$ cat config.mk
export PLATFORM = sky130hd
export DESIGN_NAME = cevr_unit
export DESIGN_NICKNAME = d
export VERILOG_FILES = /design/src/cevr_pkg.sv /design/src/cevr_unit.sv
export SDC_FILE = /design/constraint.sdc
export NUM_CORES = 1
export LEC_CHECK = 0
export BUFFER_PORTS_ARGS = -buffer_cell sky130_fd_sc_hd__buf_4
export CORE_AREA = 2 2 173 175
export CTS_BUF_LIST = sky130_fd_sc_hd__clkbuf_16
export DETAILED_ROUTE_END_ITERATION = 10
export DIE_AREA = 0 0 175 177
export GPL_TIMING_DRIVEN = 1
export HOLD_SLACK_MARGIN = 0.06
export PLACE_DENSITY = 0.5
export RECOVER_POWER = 100
export SYNTH_ARGS = -nofsm -noshare
export SYNTH_HDL_FRONTEND = slang
export SYNTH_SLANG_ARGS = --single-unit
$ cat constraint.sdc
create_clock -name clk_i -period 1.9 [get_ports clk_i]
set_input_delay 0.19 -clock clk_i [delete_from_list [all_inputs] [get_ports clk_i]]
set_output_delay 0.19 -clock clk_i [all_outputs]
set_load 0.1 [all_outputs]
$ cat src/cevr_pkg.sv
// package for the cpu exception vector and reset unit
// assumes a 64-bit virtual address space and a single core clock
package cevr_pkg;

  // vector addresses
  localparam logic [63:0] RESET_VEC = 64'hFFFF_FFFF_BFC0_0000;
  localparam logic [63:0] REFILL_VEC_NORM = 64'hFFFF_FFFF_8000_0000;
  // 64-bit refill shares the refill entry; the handler splits the two page tables
  localparam logic [63:0] XREFILL_VEC_NORM = 64'hFFFF_FFFF_8000_0000;
  localparam logic [63:0] CACHE_ERR_VEC_NORM = 64'hFFFF_FFFF_A000_0100;
  localparam logic [63:0] GENERAL_VEC_NORM = 64'hFFFF_FFFF_8000_0180;
  localparam logic [63:0] REFILL_VEC_BOOT = 64'hFFFF_FFFF_BFC0_0200;
  localparam logic [63:0] XREFILL_VEC_BOOT = 64'hFFFF_FFFF_BFC0_0200;
  localparam logic [63:0] CACHE_ERR_VEC_BOOT = 64'hFFFF_FFFF_BFC0_0300;
  localparam logic [63:0] GENERAL_VEC_BOOT = 64'hFFFF_FFFF_BFC0_0380;

  // random index upper bound and field widths
  localparam logic [5:0] RANDOM_UPPER = 6'h3F;
  localparam int CFG_W = 16;
  localparam int VPN2_W = 31;
  localparam int VPN2_LSB = 13;

  // exception source bit positions, highest priority first (index 0)
  localparam int EXC_N = 16;
  localparam int EX_NMI = 0;
  localparam int EX_CACHE = 1;
  localparam int EX_IADDR = 2;
  localparam int EX_IREFILL = 3;
  localparam int EX_IINVALID = 4;
  localparam int EX_IBUS = 5;
  localparam int EX_INSTR = 6;
  localparam int EX_DADDR = 7;
  localparam int EX_DREFILL = 8;
  localparam int EX_DINVALID = 9;
  localparam int EX_DMOD = 10;
  localparam int EX_WATCH = 11;
  localparam int EX_DBUS = 12;
  localparam int EX_INTR = 13;

  // reported exception codes
  typedef enum logic [4:0] {
    CEVR_EX_NONE = 5'h00,
    CEVR_EX_COLD = 5'h01,
    CEVR_EX_SOFT = 5'h02,
    CEVR_EX_SRC = 5'h10
  } cevr_exc_e;

  // reset sequencing
  typedef enum logic [1:0] {
    CEVR_RUN = 2'b00,
    CEVR_IN_RESET = 2'b01,
    CEVR_DONE = 2'b10
  } cevr_rst_e;

endpackage : cevr_pkg

$ cat src/cevr_unit.sv
// cpu exception control: status bits, vector choice, priority, reset entry
// assumes pipeline supplies one cycle exception requests and the serial
// boot mode bits are already assembled by the reset sequencer outside.
//
// Contract
// - taking exception sets exception level bit
// - exception return clears exception level bit
// - cold, soft reset, nmi use reset vector
// - boot bit clear selects cached normal vectors
// - boot bit set selects uncached boot vectors
// - cache error vector always uncached
// - refill vector chosen by missing address space; here 64-bit refill shares the refill entry
// - supervisor mapped region uses kernel extended bit
// - every tlb exception loads faulting page pair
// - report only highest priority exception
// - fixed priority order, cold reset highest
// - grant with reset means cold, else soft
// - soft reset can never be masked
// - cold reset fetch at short/extended reset vector
// - cold reset clears soft/tlb flags, sets error/boot
// - cold reset inits random, wired, hold, filters
// - cold reset loads config, saves pc
// - cold reset drops pending errors, watches, irqs
// - soft reset alters only listed state
// - soft reset accepted any cycle, aborts ops
// - soft reset and nmi leave identical state
// - asserted active low nmi input raises nmi
// - miss with level bit set uses general
`timescale 1ns/10ps

module cevr_unit import cevr_pkg::*; (
  input wire logic clk_i,
  input wire logic reset_n_i,
  // external system pins
  input wire logic system_reset_n_i,
  input wire logic bus_grant_n_i,
  input wire logic nonmaskable_irq_n_i,
  // pipeline side
  input wire logic [EXC_N-1:0] exc_req_i, // raised sources, one per bit
  input wire logic exception_return_instruction_i,
  input wire logic [63:0] pc_i,
  input wire logic [63:0] fault_vaddr_i,
  input wire logic [CFG_W-1:0] boot_mode_bits_i,
  input wire logic cpu_64bit_mode_i,
  // software-written status bits
  input wire logic sw_exl_clear_i, // software write clearing level bit
  input wire logic sw_bev_clear_i, // software clears boot vector select
  input wire logic user_extended_addressing_i,
  input wire logic supervisor_extended_addressing_i,
  input wire logic kernel_extended_addressing_i,
  // results
  output logic exception_level_bit_o,
  output logic error_level_bit_o,
  output logic boot_vector_select_o,
  output logic soft_reset_flag_o,
  output logic tlb_shutdown_flag_o,
  output logic cache_error_hold_flag_o,
  output logic [63:0] error_return_pc_o,
  output logic [VPN2_W-1:0] faulting_page_pair_number_o,
  output logic [VPN2_W-1:0] faulting_page_pair_number_x_o,
  output logic [5:0] random_index_o,
  output logic [5:0] wired_count_o,
  output logic [31:0] frame_filter_reg_o,
  output logic [CFG_W-1:0] config_reg_o,
  output logic [3:0] branch_predict_bits_o,
  output logic [7:0] perf_event_field_o,
  output logic pending_clear_o, // pulse: drop pending cache errors
  output logic pending_all_clear_o, // pulse: drop watches and irqs too
  output logic redirect_o, // pulse: fetch from vector_o
  output logic [63:0] vector_o,
  output logic [4:0] exc_code_o
);

  ////////////////////////////////////////////////////////////////////////
  // functions

  // index of the highest priority raised source; lower index wins
  function automatic logic [4:0] pick_source(input logic [EXC_N-1:0] req);
    logic [4:0] idx;
    idx = 5'h1F;
    for (int i = EXC_N - 1; i >= 0; i--) begin
      if (req[i]) begin
        idx = 5'(i);
      end
    end
    return idx;
  endfunction : pick_source

  // is this source a tlb translation fault
  function automatic logic is_tlb(input logic [4:0] idx);
    return (idx == 5'(EX_IREFILL)) || (idx == 5'(EX_IINVALID)) || (idx == 5'(EX_DREFILL)) ||
           (idx == 5'(EX_DINVALID)) || (idx == 5'(EX_DMOD));
  endfunction : is_tlb

  ////////////////////////////////////////////////////////////////////////
  // reset pin sampling and decode

  logic sysrst_q; // registered asserted-level of the reset pin
  logic grant_q;
  logic nmi_q;
  logic nmi_prev_q;
  cevr_rst_e rst_state_q;
  logic cold_ev; // one-cycle decode results
  logic soft_ev;
  logic nmi_ev;

  // pins taken as synchronous, one register stage
  always_ff @(posedge clk_i) begin
    if (!reset_n_i) begin
      sysrst_q <= 1'b0;
      grant_q <= 1'b0;
      nmi_q <= 1'b0;
      nmi_prev_q <= 1'b0;
    end else begin
      sysrst_q <= ~system_reset_n_i;
      grant_q <= ~bus_grant_n_i;
      nmi_q <= ~nonmaskable_irq_n_i;
      nmi_prev_q <= nmi_q;
    end
  end

  always_ff @(posedge clk_i) begin
    if (!reset_n_i) begin
      rst_state_q <= CEVR_RUN;
    end else begin
      case (rst_state_q)
        CEVR_RUN: if (sysrst_q) rst_state_q <= CEVR_DONE;
        CEVR_DONE: if (!sysrst_q) rst_state_q <= CEVR_RUN;
        default: rst_state_q <= CEVR_RUN;
      endcase
    end
  end

  // grant picks cold; no mask term exists
  assign cold_ev = sysrst_q && (rst_state_q == CEVR_RUN) && grant_q;
  assign soft_ev = sysrst_q && (rst_state_q == CEVR_RUN) && !grant_q;
  // falling edge of active low pin
  assign nmi_ev = nmi_q && !nmi_prev_q;

  ////////////////////////////////////////////////////////////////////////
  // priority and vector choice

  logic [EXC_N-1:0] req_all;
  logic [4:0] src;
  logic any_src;
  logic miss_refill;
  logic use_x;
  logic [63:0] vec_d;

  // nmi folds into the priority vector at the top
  always_comb begin
    req_all = exc_req_i;
    req_all[EX_NMI] = nmi_ev;
  end

  assign src = pick_source(req_all);
  assign any_src = |req_all;
  // refill vector only with level bit clear
  assign miss_refill = ((src == 5'(EX_IREFILL)) || (src == 5'(EX_DREFILL))) && !exception_level_bit_o;

  // address space of the missing address
  always_comb begin
    case (fault_vaddr_i[63:62])
      2'b00: use_x = user_extended_addressing_i;
      // region 01 is the extended supervisor space
      2'b01: use_x = supervisor_extended_addressing_i;
      // kernel region; the half gigabyte supervisor segment in it follows the kernel bit
      2'b11: use_x = kernel_extended_addressing_i;
      default: use_x = kernel_extended_addressing_i;
    endcase
  end

  always_comb begin
    if (src == 5'(EX_NMI)) begin
      vec_d = RESET_VEC;
    end else if (src == 5'(EX_CACHE)) begin
      vec_d = boot_vector_select_o ? CACHE_ERR_VEC_BOOT : CACHE_ERR_VEC_NORM;
    end else if (miss_refill) begin
      vec_d = boot_vector_select_o ? (use_x ? XREFILL_VEC_BOOT : REFILL_VEC_BOOT) :
                                     (use_x ? XREFILL_VEC_NORM : REFILL_VEC_NORM);
    end else begin
      vec_d = boot_vector_select_o ? GENERAL_VEC_BOOT : GENERAL_VEC_NORM;
    end
  end

  ////////////////////////////////////////////////////////////////////////
  // redirect and code outputs

  // reset events outrank every source; any cycle
  always_ff @(posedge clk_i) begin
    if (!reset_n_i) begin
      redirect_o <= 1'b0;
      vector_o <= RESET_VEC;
      exc_code_o <= CEVR_EX_NONE;
    end else if (cold_ev || soft_ev) begin
      redirect_o <= 1'b1;
      vector_o <= (cold_ev && !cpu_64bit_mode_i) ? {32'h0000_0000, RESET_VEC[31:0]} : RESET_VEC;
      exc_code_o <= cold_ev ? CEVR_EX_COLD : CEVR_EX_SOFT;
    end else if (any_src) begin
      redirect_o <= 1'b1;
      vector_o <= vec_d;
      exc_code_o <= CEVR_EX_SRC | src;
    end else begin
      redirect_o <= 1'b0;
      exc_code_o <= CEVR_EX_NONE;
    end
  end

  ////////////////////////////////////////////////////////////////////////
  // status bits

  // level bit: set on any exception other than reset or nmi, wins over clears
  always_ff @(posedge clk_i) begin
    if (!reset_n_i) begin
      exception_level_bit_o <= 1'b0;
    end else if (any_src && !cold_ev && !soft_ev && src != 5'(EX_NMI)) begin
      exception_level_bit_o <= 1'b1;
    end else if (exception_return_instruction_i || sw_exl_clear_i) begin
      exception_level_bit_o <= 1'b0;
    end
  end

  always_ff @(posedge clk_i) begin
    if (!reset_n_i) begin
      error_level_bit_o <= 1'b1;
      boot_vector_select_o <= 1'b1;
      soft_reset_flag_o <= 1'b0;
      tlb_shutdown_flag_o <= 1'b0;
    end else if (cold_ev) begin
      error_level_bit_o <= 1'b1;
      boot_vector_select_o <= 1'b1;
      soft_reset_flag_o <= 1'b0;
      tlb_shutdown_flag_o <= 1'b0;
    end else if (soft_ev || src == 5'(EX_NMI)) begin
      // soft reset and nmi: same writes so software sees no difference
      error_level_bit_o <= 1'b1;
      boot_vector_select_o <= 1'b1;
      soft_reset_flag_o <= 1'b1;
      tlb_shutdown_flag_o <= 1'b0;
    end else if (exception_return_instruction_i && error_level_bit_o) begin
      error_level_bit_o <= 1'b0;
    end else if (sw_bev_clear_i) begin
      boot_vector_select_o <= 1'b0;
    end
  end

  // pc saved on any reset type or nmi
  always_ff @(posedge clk_i) begin
    if (!reset_n_i) begin
      error_return_pc_o <= 64'h0000_0000_0000_0000;
    end else if (cold_ev || soft_ev || src == 5'(EX_NMI)) begin
      error_return_pc_o <= pc_i;
    end
  end

  // both page pair fields on every tlb fault
  always_ff @(posedge clk_i) begin
    if (!reset_n_i) begin
      faulting_page_pair_number_o <= '0;
      faulting_page_pair_number_x_o <= '0;
    end else if (any_src && !cold_ev && !soft_ev && is_tlb(src)) begin
      faulting_page_pair_number_o <= fault_vaddr_i[VPN2_LSB +: VPN2_W];
      faulting_page_pair_number_x_o <= fault_vaddr_i[VPN2_LSB +: VPN2_W];
    end
  end

  always_ff @(posedge clk_i) begin
    if (!reset_n_i) begin
      random_index_o <= RANDOM_UPPER;
      wired_count_o <= 6'h00;
      cache_error_hold_flag_o <= 1'b0;
      frame_filter_reg_o <= 32'h0000_0000;
      branch_predict_bits_o <= 4'h0;
      perf_event_field_o <= 8'h00;
      config_reg_o <= '0;
    end else if (cold_ev) begin
      random_index_o <= RANDOM_UPPER;
      wired_count_o <= 6'h00;
      cache_error_hold_flag_o <= 1'b0;
      frame_filter_reg_o <= 32'h0000_0000;
      branch_predict_bits_o <= 4'h0;
      perf_event_field_o <= 8'h00;
      config_reg_o <= boot_mode_bits_i;
    end else begin
      // random walks down toward the wired count, wrapping at the bound
      random_index_o <= (random_index_o <= wired_count_o) ? RANDOM_UPPER : random_index_o - 6'h01;
    end
  end

  always_ff @(posedge clk_i) begin
    if (!reset_n_i) begin
      pending_clear_o <= 1'b0;
      pending_all_clear_o <= 1'b0;
    end else begin
      pending_clear_o <= cold_ev || soft_ev || (src == 5'(EX_NMI));
      pending_all_clear_o <= cold_ev;
    end
  end
endmodule : cevr_unit

# --- After elaboration in Yosys (flattened, before gate mapping) ---
# Cells that the tools add are included.
op_classes:
  n_addsub: 1
  magnitude_cmp: 1
  n_eq_ne: 9
  muxes: 35
  bitwise: 5
  n_reduce_logical: 37
ops:
  columns: ["cell", "count"]
  rows:
  - ["64-bit 2-to-1 mux", 3]
  - ["30-bit 2-to-1 mux", 5]
  - ["5-bit 2-to-1 mux", 18]
  - ["29-bit 2-to-1 mux", 1]
  - ["16-bit OR reduction", 1]
  - ["5-bit by 4-bit == test with 1-bit output (second input constant)", 3]
  - ["1-bit logical AND", 11]
  - ["1-bit logical OR", 9]
  - ["6-bit by 1-bit <= comparator with 1-bit output (second input constant)", 1]
  - ["1-bit zero test", 6]
  - ["2-bit 2-to-1 mux", 3]
  - ["3-bit OR reduction", 2]
  - ["6-bit by 1-bit subtractor with 6-bit output (second input constant)", 1]
  - ["5-bit by 1-bit == test with 1-bit output (second input constant)", 1]
  - ["5-bit by 2-bit == test with 1-bit output (second input constant)", 1]
  - ["5-bit by 3-bit == test with 1-bit output (second input constant)", 1]
  - ["5-bit zero test", 1]
  - ["1-bit inverter", 5]
  - ["5-bit nonzero test", 1]
  - ["1-bit 2-to-1 mux", 4]
  - ["2-bit != test (second input constant)", 2]
  - ["2-bit one-hot mux with 2 select lines", 1]
  - ["2-bit AND reduction", 2]
  - ["2-bit nonzero test", 2]
  - ["other kinds (3)", 3]
word_totals:
  reg_bits: 199
  in_bits: 172
  out_inout_bits: 276

# --- Longest topological paths before layout ---
# Gate-level depths: netlist (run 1).
logic_depth:
  depth_word: 24
  ltp_mapped: 8

# --- Least setup slack after synthesis (run 1) ---
# Ideal clock, no wire load.
synth_path:
  path_kind: "reg-to-output"
  from: "register vector_o[62] (netlist name)"
  to: "output port vector_o[33]"
  t_arrival_ps: 1912
  t_required_ps: 1710
  slack_ps: -202
  stages_incl_launch_ff: 2
  n_path_buf: 1
  path_cell_list: "dfxtp_1 -> buf_4"
synth_rtl:
  columns: ["item", "line", "text"]
  rows:
  - ["end: declaration", "cevr_unit.sv:70", "output logic [63:0] vector_o,"]

# --- Worst setup path after layout (run 1) ---
layout_path:
  from: "register rst_state_q[1]"
  to: "register faulting_page_pair_number_x_o[5]"
layout_via:
  elab_chain_cells: 7
  word_cells_on_any_way: 9
  classes_between: "reduce/logical (9)"
layout_rtl:
  columns: ["item", "line", "text"]
  rows:
  - ["start: declaration", "cevr_unit.sv:102", "cevr_rst_e rst_state_q;"]
  - ["start signal: assignment", "cevr_unit.sv:124", "rst_state_q <= CEVR_RUN;"]
  - ["start signal: assignment", "cevr_unit.sv:127", "CEVR_RUN: if (sysrst_q) rst_state_q <= CEVR_DONE;"]
  - ["start signal: assignment", "cevr_unit.sv:128", "CEVR_DONE: if (!sysrst_q) rst_state_q <= CEVR_RUN;"]
  - ["2-bit zero test *", "cevr_unit.sv:135, cevr_unit.sv:136", null]
  - ["1-bit logical AND *", "cevr_unit.sv:135, cevr_unit.sv:136", null]
  - ["1-bit logical AND", "cevr_unit.sv:135", "assign cold_ev = sysrst_q && (rst_state_q == CEVR_RUN) && grant_q;"]
  - ["1-bit zero test", "cevr_unit.sv:261", "end else if (any_src && !cold_ev && !soft_ev && is_tlb(src)) begin"]
  - ["1-bit logical AND", "cevr_unit.sv:261", null]
  - ["1-bit logical AND * (2 in series)", "cevr_unit.sv:261", null]
  - ["end signal: assignment", "cevr_unit.sv:263", "faulting_page_pair_number_x_o <= fault_vaddr_i[VPN2_LSB +: VPN2_W];"]
  - ["end: declaration", "cevr_unit.sv:60", "output logic [VPN2_W-1:0] faulting_page_pair_number_x_o,"]
# Every way passes the cells marked *; elsewhere a longest branch is shown, timed or not.
# A chain may end at the register's enable or synchronous reset.

==> flow_metrics.tcl, run 1 <==
set metrics [dict create \
    synth_ff_type "dfxtp_1" \
    yosysSeqAreaShare_pct 43.5 \
    worstSetupEndpoint "faulting_page_pair_number_x_o[5]" \
    start_util_pct 22.0 \
    postRouteAntennaNets 0 \
    maxSlewHeadroom_pct 15.1 \
    ff2ff_setup_slack_ps 80 \
    cts_tree "done" \
    grt_pass1_wl_um 30400 \
    syn_avg_cell_area_sq_um 8.77 \
    ys_top_cells_by_count "208 x nand2_1, 141 x buf_4, 140 x dfxtp_1" \
    grt_pass1_vias 5668 \
    cts-buffers-inserted 17 \
    syn_inst 734 \
    drt_iter0_drc 193 \
    die_w_um 175 \
    timing.hold.ws_ps 96.5 \
    ir_worst_vdd_mv 0.581 \
    clock_skew_ps 13.9 \
    synth_top_cell_area_share_pct 43.5 \
    crit_required_ps 2240 \
    synth_cell_types 51 \
    synth_edf_count 0 \
    cts.clk_slew.worst_paths_ps 60 \
    holdPathStages 3 \
    dp_slack_ps -164 \
    p_leak_nw 4.69 \
    hold_path_startpoint "pc_i[17]" \
    clkSinkCount 140 \
    synthArstFlopShare_pct 0 \
    wl_per_cell_um 13.4 \
    hold_viol_final 0 \
    gp_congestion 0.748 \
    p_per_area_nw_per_um2 1060 \
    wl_um 20400 \
    crit_path_start_kind "register" \
    die_area_sq_um 31000 \
    overflow 0 \
    clk_path_buf_depth 2 \
    num_antenna_cells 0 \
    grt_antenna_before_repair 1 \
    synth.most_common_cell "nand2_1" \
    cap_violations 0 \
    cp_max_fo 8 \
    synth-warning-count 0 \
    crit_chain "inv_1 -> ha_2 -> a2111o_2 -> a311oi_4 -> buf_6 -> clkbuf_16 -> mux2i_1" \
    reg2reg_to "faulting_page_pair_number_x_o[5]" \
    netlist_area_sq_um 6440 \
    grt_use_total_pct 12.4 \
    setup.worst_path.end_class "register" \
    status "finished, final reports clean" \
    rows 63 \
    placed_area_sq_um 8700 \
    firstDrtPassIters 4 \
    period_share_pct 96.0 \
    finalSetupTns_ps 0 \
    critPathKind "reg -> reg" \
    rsz0062_at_grt "no" \
    area_delta_synth_final_pct 57.1 \
    slowest_delay_ps 440 \
    setup_violations 0 \
    post-route-util_pct 34.6 \
    startpoint "rst_state_q[1]" \
    fmax_mhz 548 \
    fin_ws_ps 75.8 \
    design_area_sq_um 10100 \
    fin_nets 1298 \
    worstPathArrival_ps 2160 \
    cts_max_level 4 \
    vias_per_cell 3.88 \
    ctsRootBufferMaster "clkbuf_16" \
    layout-drive-gt1-share_pct 35.9 \
    yosys.area.top_type "dfxtp_1" \
    synth_area_leaders "dfxtp_1 44%, buf_4 16%, nand2_1 12%" \
    grt_max_degree 74 \
    pin_count 448 \
    clock_latency_ps 420 \
    tightest_slew_ps 1270 \
    synth-seq-cells 140 \
    fp.dieH_um 177 \
    r2r_cells 7 \
    dpl.hpwl_um 14000 \
    hold_class "in -> reg" \
    min_period_ps 1820 \
    drc_errors 0 \
    cpMaxStageDelayCell "a2111o_2" \
    design.core.area_sq_um 29200 \
    reg2reg_from "rst_state_q[1]" \
    numPortBuffers 337 \
    vias 5914 \
    slew_viol_final 0 \
]
where the power goes:
part | total (W) | leakage [nW] | internal [W] | switching [W]
registers | 0.00328 | 1.15 | 0.00315 | 0.000129
clock network | 0.00373 | 0.310 | 0.00233 | 0.00139
logic | 0.00375 | 3.23 | 0.000765 | 0.00298
total | 0.0108 | 4.69 | 0.00625 | 0.00450
repair_timing:
action	in CTS	in global routing
gates resized for setup	1	4
gates cloned	0	3
hold buffers	113	0
pin swaps	0	0
endpoints found under the hold margin	113	0
setup buffers	0	2
setup endpoints to repair	9	36
sequential cells by signal, summed over array words and instances, names as in the netlist, 5 cells and up:
signal                         flops
faulting_page_pair_number_x_o     31
exc_code_o                         5
vector_o                           6
random_index_o                     6
error_return_pc_o                 64
config_reg_o                      16
placed cells by master (no fill, tap or decap), drive strengths merged, types with 2 or more instances in the layout:
master / Yosys / layout
nor3: 6 / 6
a21boi: 66 / 66
nor4: 4 / 4
nand4: 2 / 2
nor2b: 8 / 8
xnor2: 4 / 4
dlygate4sd3: 0 / 113
or4: 4 / 4
conb: 2 / 73
nand2: 208 / 208
a21oi: 2 / 2
nor2: 16 / 16
o21a: 2 / 2
and2: 5 / 5
clkbuf: 26 / 228
buf: 150 / 155
nand2b: 7 / 7
ha: 2 / 2
nor3b: 2 / 2
clkinv: 0 / 4
dfxtp: 140 / 140
a22o: 16 / 16
inv: 6 / 9
mux2i: 31 / 31
bufinv: 0 / 5
o21ai: 5 / 5
through the flow:
stage	total power [W]	instances
after global routing	0.0112	1525
after floorplan	0.00640	805
after detailed placement	0.00705	1377
after global placement	0.00704	1377
final	0.0108	1525
after CTS	0.0111	1520
area by class of cell:
cell class,instances,area [sq um]
inverters,6,22.5
flip-flops and latches,140,2810
clock inverters,13,215
repair buffers,479,3540
clock buffers,17,425
well taps,390,488
fillers,3065,19100
multi-input cells,480,2620
routing by layer:
layer  track usage (%)  share of wire, %  vias to the layer above
li1                  -                 -                     2952
met1              14.5                41                     2654
met2              20.6                47                      288
met3              4.94                10                       18
met4              4.51               1.7                        2
met5                 0             0.059                        -
worst min path at each step:
stage	slack, ps	end
after global routing	100	error_return_pc_o[17]
final	100	error_return_pc_o[17]
after floorplan	260	grant_q
after global placement	350	nmi_q
after detailed placement	350	nmi_q
after CTS	70	error_return_pc_o[19]
cell families after synthesis:
kind of cell	after synthesis	synth area share [%]
compound gates	102	12.4
buf+inv	185	20.2
xor+xnor	5	0.680
flops	140	43.5
simple gates	267	17.9
fa+ha+maj	2	0.389
mux	31	4.82
other cells	2	0.117
worst max-delay path, delay by kind of cell, from the launching register on:
kind / cells / cell delay (ps)
compound gates: 2 / 660
flops: 1 / 320
mux: 1 / 180
buf+inv: 3 / 400
fa+ha+maj: 1 / 180
(Power assumes the default switching activity.)
==> inputs of run 2 (changes only) <==
- CORE_AREA: 2 2 173 175 -> 2 2 174 176
- DIE_AREA: 0 0 175 177 -> 0 0 176 178
- PLACE_DENSITY: 0.5 -> 0.48
- clock period: 1.9 -> 2.3 ns (I/O delays scaled with it)
==> flow_metrics.tcl, run 2 (synthesized netlist as in run 1, its figures left out) <==
set metrics [dict create \
    cap_violations 0 \
    period_share_pct 85.3 \
    hold_viol_final 0 \
    grt_max_degree 69 \
    fin_ws_ps 337 \
    min_period_ps 1960 \
    postRouteAntennaNets 0 \
    dpl.hpwl_um 14400 \
    switchingPower_w 0.00369 \
    combPwrFrac_pct 35.6 \
    vias 5722 \
    setup.worst_path.end_class "register" \
    cts-buffers-inserted 17 \
    largest_register_ffs 64 \
    cp_max_fo 31 \
    hold_class "in -> reg" \
    crit_path_start_kind "register" \
    overflow 0 \
    firstDrtPassIters 6 \
    layout_common_cells "208 x nand2_1, 159 x clkbuf_1, 140 x dfxtp_1" \
    status "finished, final reports clean" \
    wl_um 20000 \
    rows 63 \
    regMostFlops "error_return_pc_o" \
    p_leak_nw 3.91 \
    drt_iter0_drc 197 \
    post-route-util_pct 31.9 \
    finalSetupTns_ps 0 \
    clock_skew_ps 16.7 \
    clk_path_buf_depth 2 \
    fmax_mhz 509 \
    grt_pass1_vias 5614 \
    reg_top3 "error_return_pc_o (64), faulting_page_pair_number_x_o (31), config_reg_o (16)" \
    slew_viol_final 0 \
    pin_count 448 \
    maxSlewHeadroom_pct 18.1 \
    die_area_sq_um 31300 \
    cts.clk_slew.worst_paths_ps 70 \
    grt_pass1_wl_um 30700 \
    final_common_cell "nand2_1" \
    start_util_pct 21.9 \
    ir_worst_vdd_mv 0.416 \
    critPathKind "reg -> reg" \
    dp_slack_ps 190 \
    die_w_um 176 \
    fp.dieH_um 178 \
    internal_power_w 0.00474 \
    gp_congestion 0.769 \
    design.core.area_sq_um 29400 \
    grt_use_total_pct 12.5 \
    fin_nets 1263 \
    switching_share_pct 43.7 \
    tightest_slew_ps 1230 \
    vias_per_cell 3.84 \
    wl_per_cell_um 13.4 \
    p_per_area_nw_per_um2 897 \
    reg2reg_from "rst_state_q[1]" \
    pwr-share-clk_pct 32.4 \
    area_delta_synth_final_pct 45.9 \
    clock_latency_ps 420 \
    ctsRootBufferMaster "clkbuf_16" \
    setup_violations 0 \
    clkSinkCount 140 \
    layout-drive-gt1-share_pct 20.7 \
    p_seq_share_pct 32.0 \
    rsz0062_at_grt "no" \
    cts_tree "done" \
    grt_antenna_before_repair 3 \
    numPortBuffers 337 \
    crit_required_ps 2630 \
    worstPathArrival_ps 2300 \
    startpoint "rst_state_q[1]" \
    drc_errors 0 \
    hold_path_startpoint "fault_vaddr_i[23]" \
    cts_max_level 4 \
]
==> run 2: cell types whose count changed in the layout (fill, tap and decap cells not counted), sizes merged <==
cell         before  now
clkbuf          228  226
diode             0    1
clkinv            4    3
dlygate4sd3     113   93
bufinv            5    2
buf             155  142
clkinvlp          1    5
inv               9   10
==> run 2: metrics by stage <==
step / power [W] / cell area (sq um) / hold slack, ps / std cells
after CTS: 0.00877 / 10100 / 60.1 / 1491
final: 0.00842 / 9390 / 84.2 / 1492
after detailed placement: 0.00584 / 8620 / 391 / 1367
after global placement: 0.00583 / 8620 / 392 / 1367
after global routing: 0.00882 / 9390 / 78.7 / 1492
after floorplan: 0.00528 / 6700 / 302 / 805
==> run 2: layer usage <==
metal | vias up | GRT usage [%] | share of wire [%]
met5 | - | 0 | 0.13
met4 | 4 | 3.55 | 1.1
met3 | 17 | 5.07 | 10
met2 | 261 | 20.9 | 47
met1 | 2561 | 14.8 | 42
li1 | 2879 | - | -
==> run 2: repair_timing <==
item	CTS	global route
hold buffers	93	0
buffers inserted	0	0
endpoints found under the hold margin	93	0
gates resized for setup	0	0
==> run 2: worst max-delay path: stages (launching register included) <==
cell and delay [ps]:
dfxtp_1 340, inv_1 50, ha_1 210, a2111o_2 450, a311oi_4 310, buf_12 280
mux2i_1 220
==> run 2: path summary, 6_finish.rpt <==
check	endpoint	slack, ps	cells after the start
setup / recovery	faulting_page_pair_number_x_o[23]	340	6
hold reg to reg	random_index_o[0]	420	1
hold / removal	faulting_page_pair_number_x_o[10]	80	3
setup reg to reg	faulting_page_pair_number_x_o[23]	340	6
==> run 2: cell type report <==
class                      count  area (sq um)
antenna                        1          2.50
tap                          390           488
timing repair buffer         444          2910
sequential                   140          2800
fill                        3226         20000
inverter                       6          22.5
clock buffer                  17           425
multi-input combinational    480          2590
clock inverter                14           146
==> run 2: power by group through the flow <==
stage	clock (W)	combinational [W]	sequential (W)
2_1_floorplan	0	0.00138	0.00391
3_3_place_gp	0	0.00307	0.00275
3_5_place_dp	0	0.00308	0.00276
4_1_cts	0.00285	0.00321	0.00271
5_1_grt	0.00296	0.00314	0.00273
6_report	0.00273	0.00300	0.00270
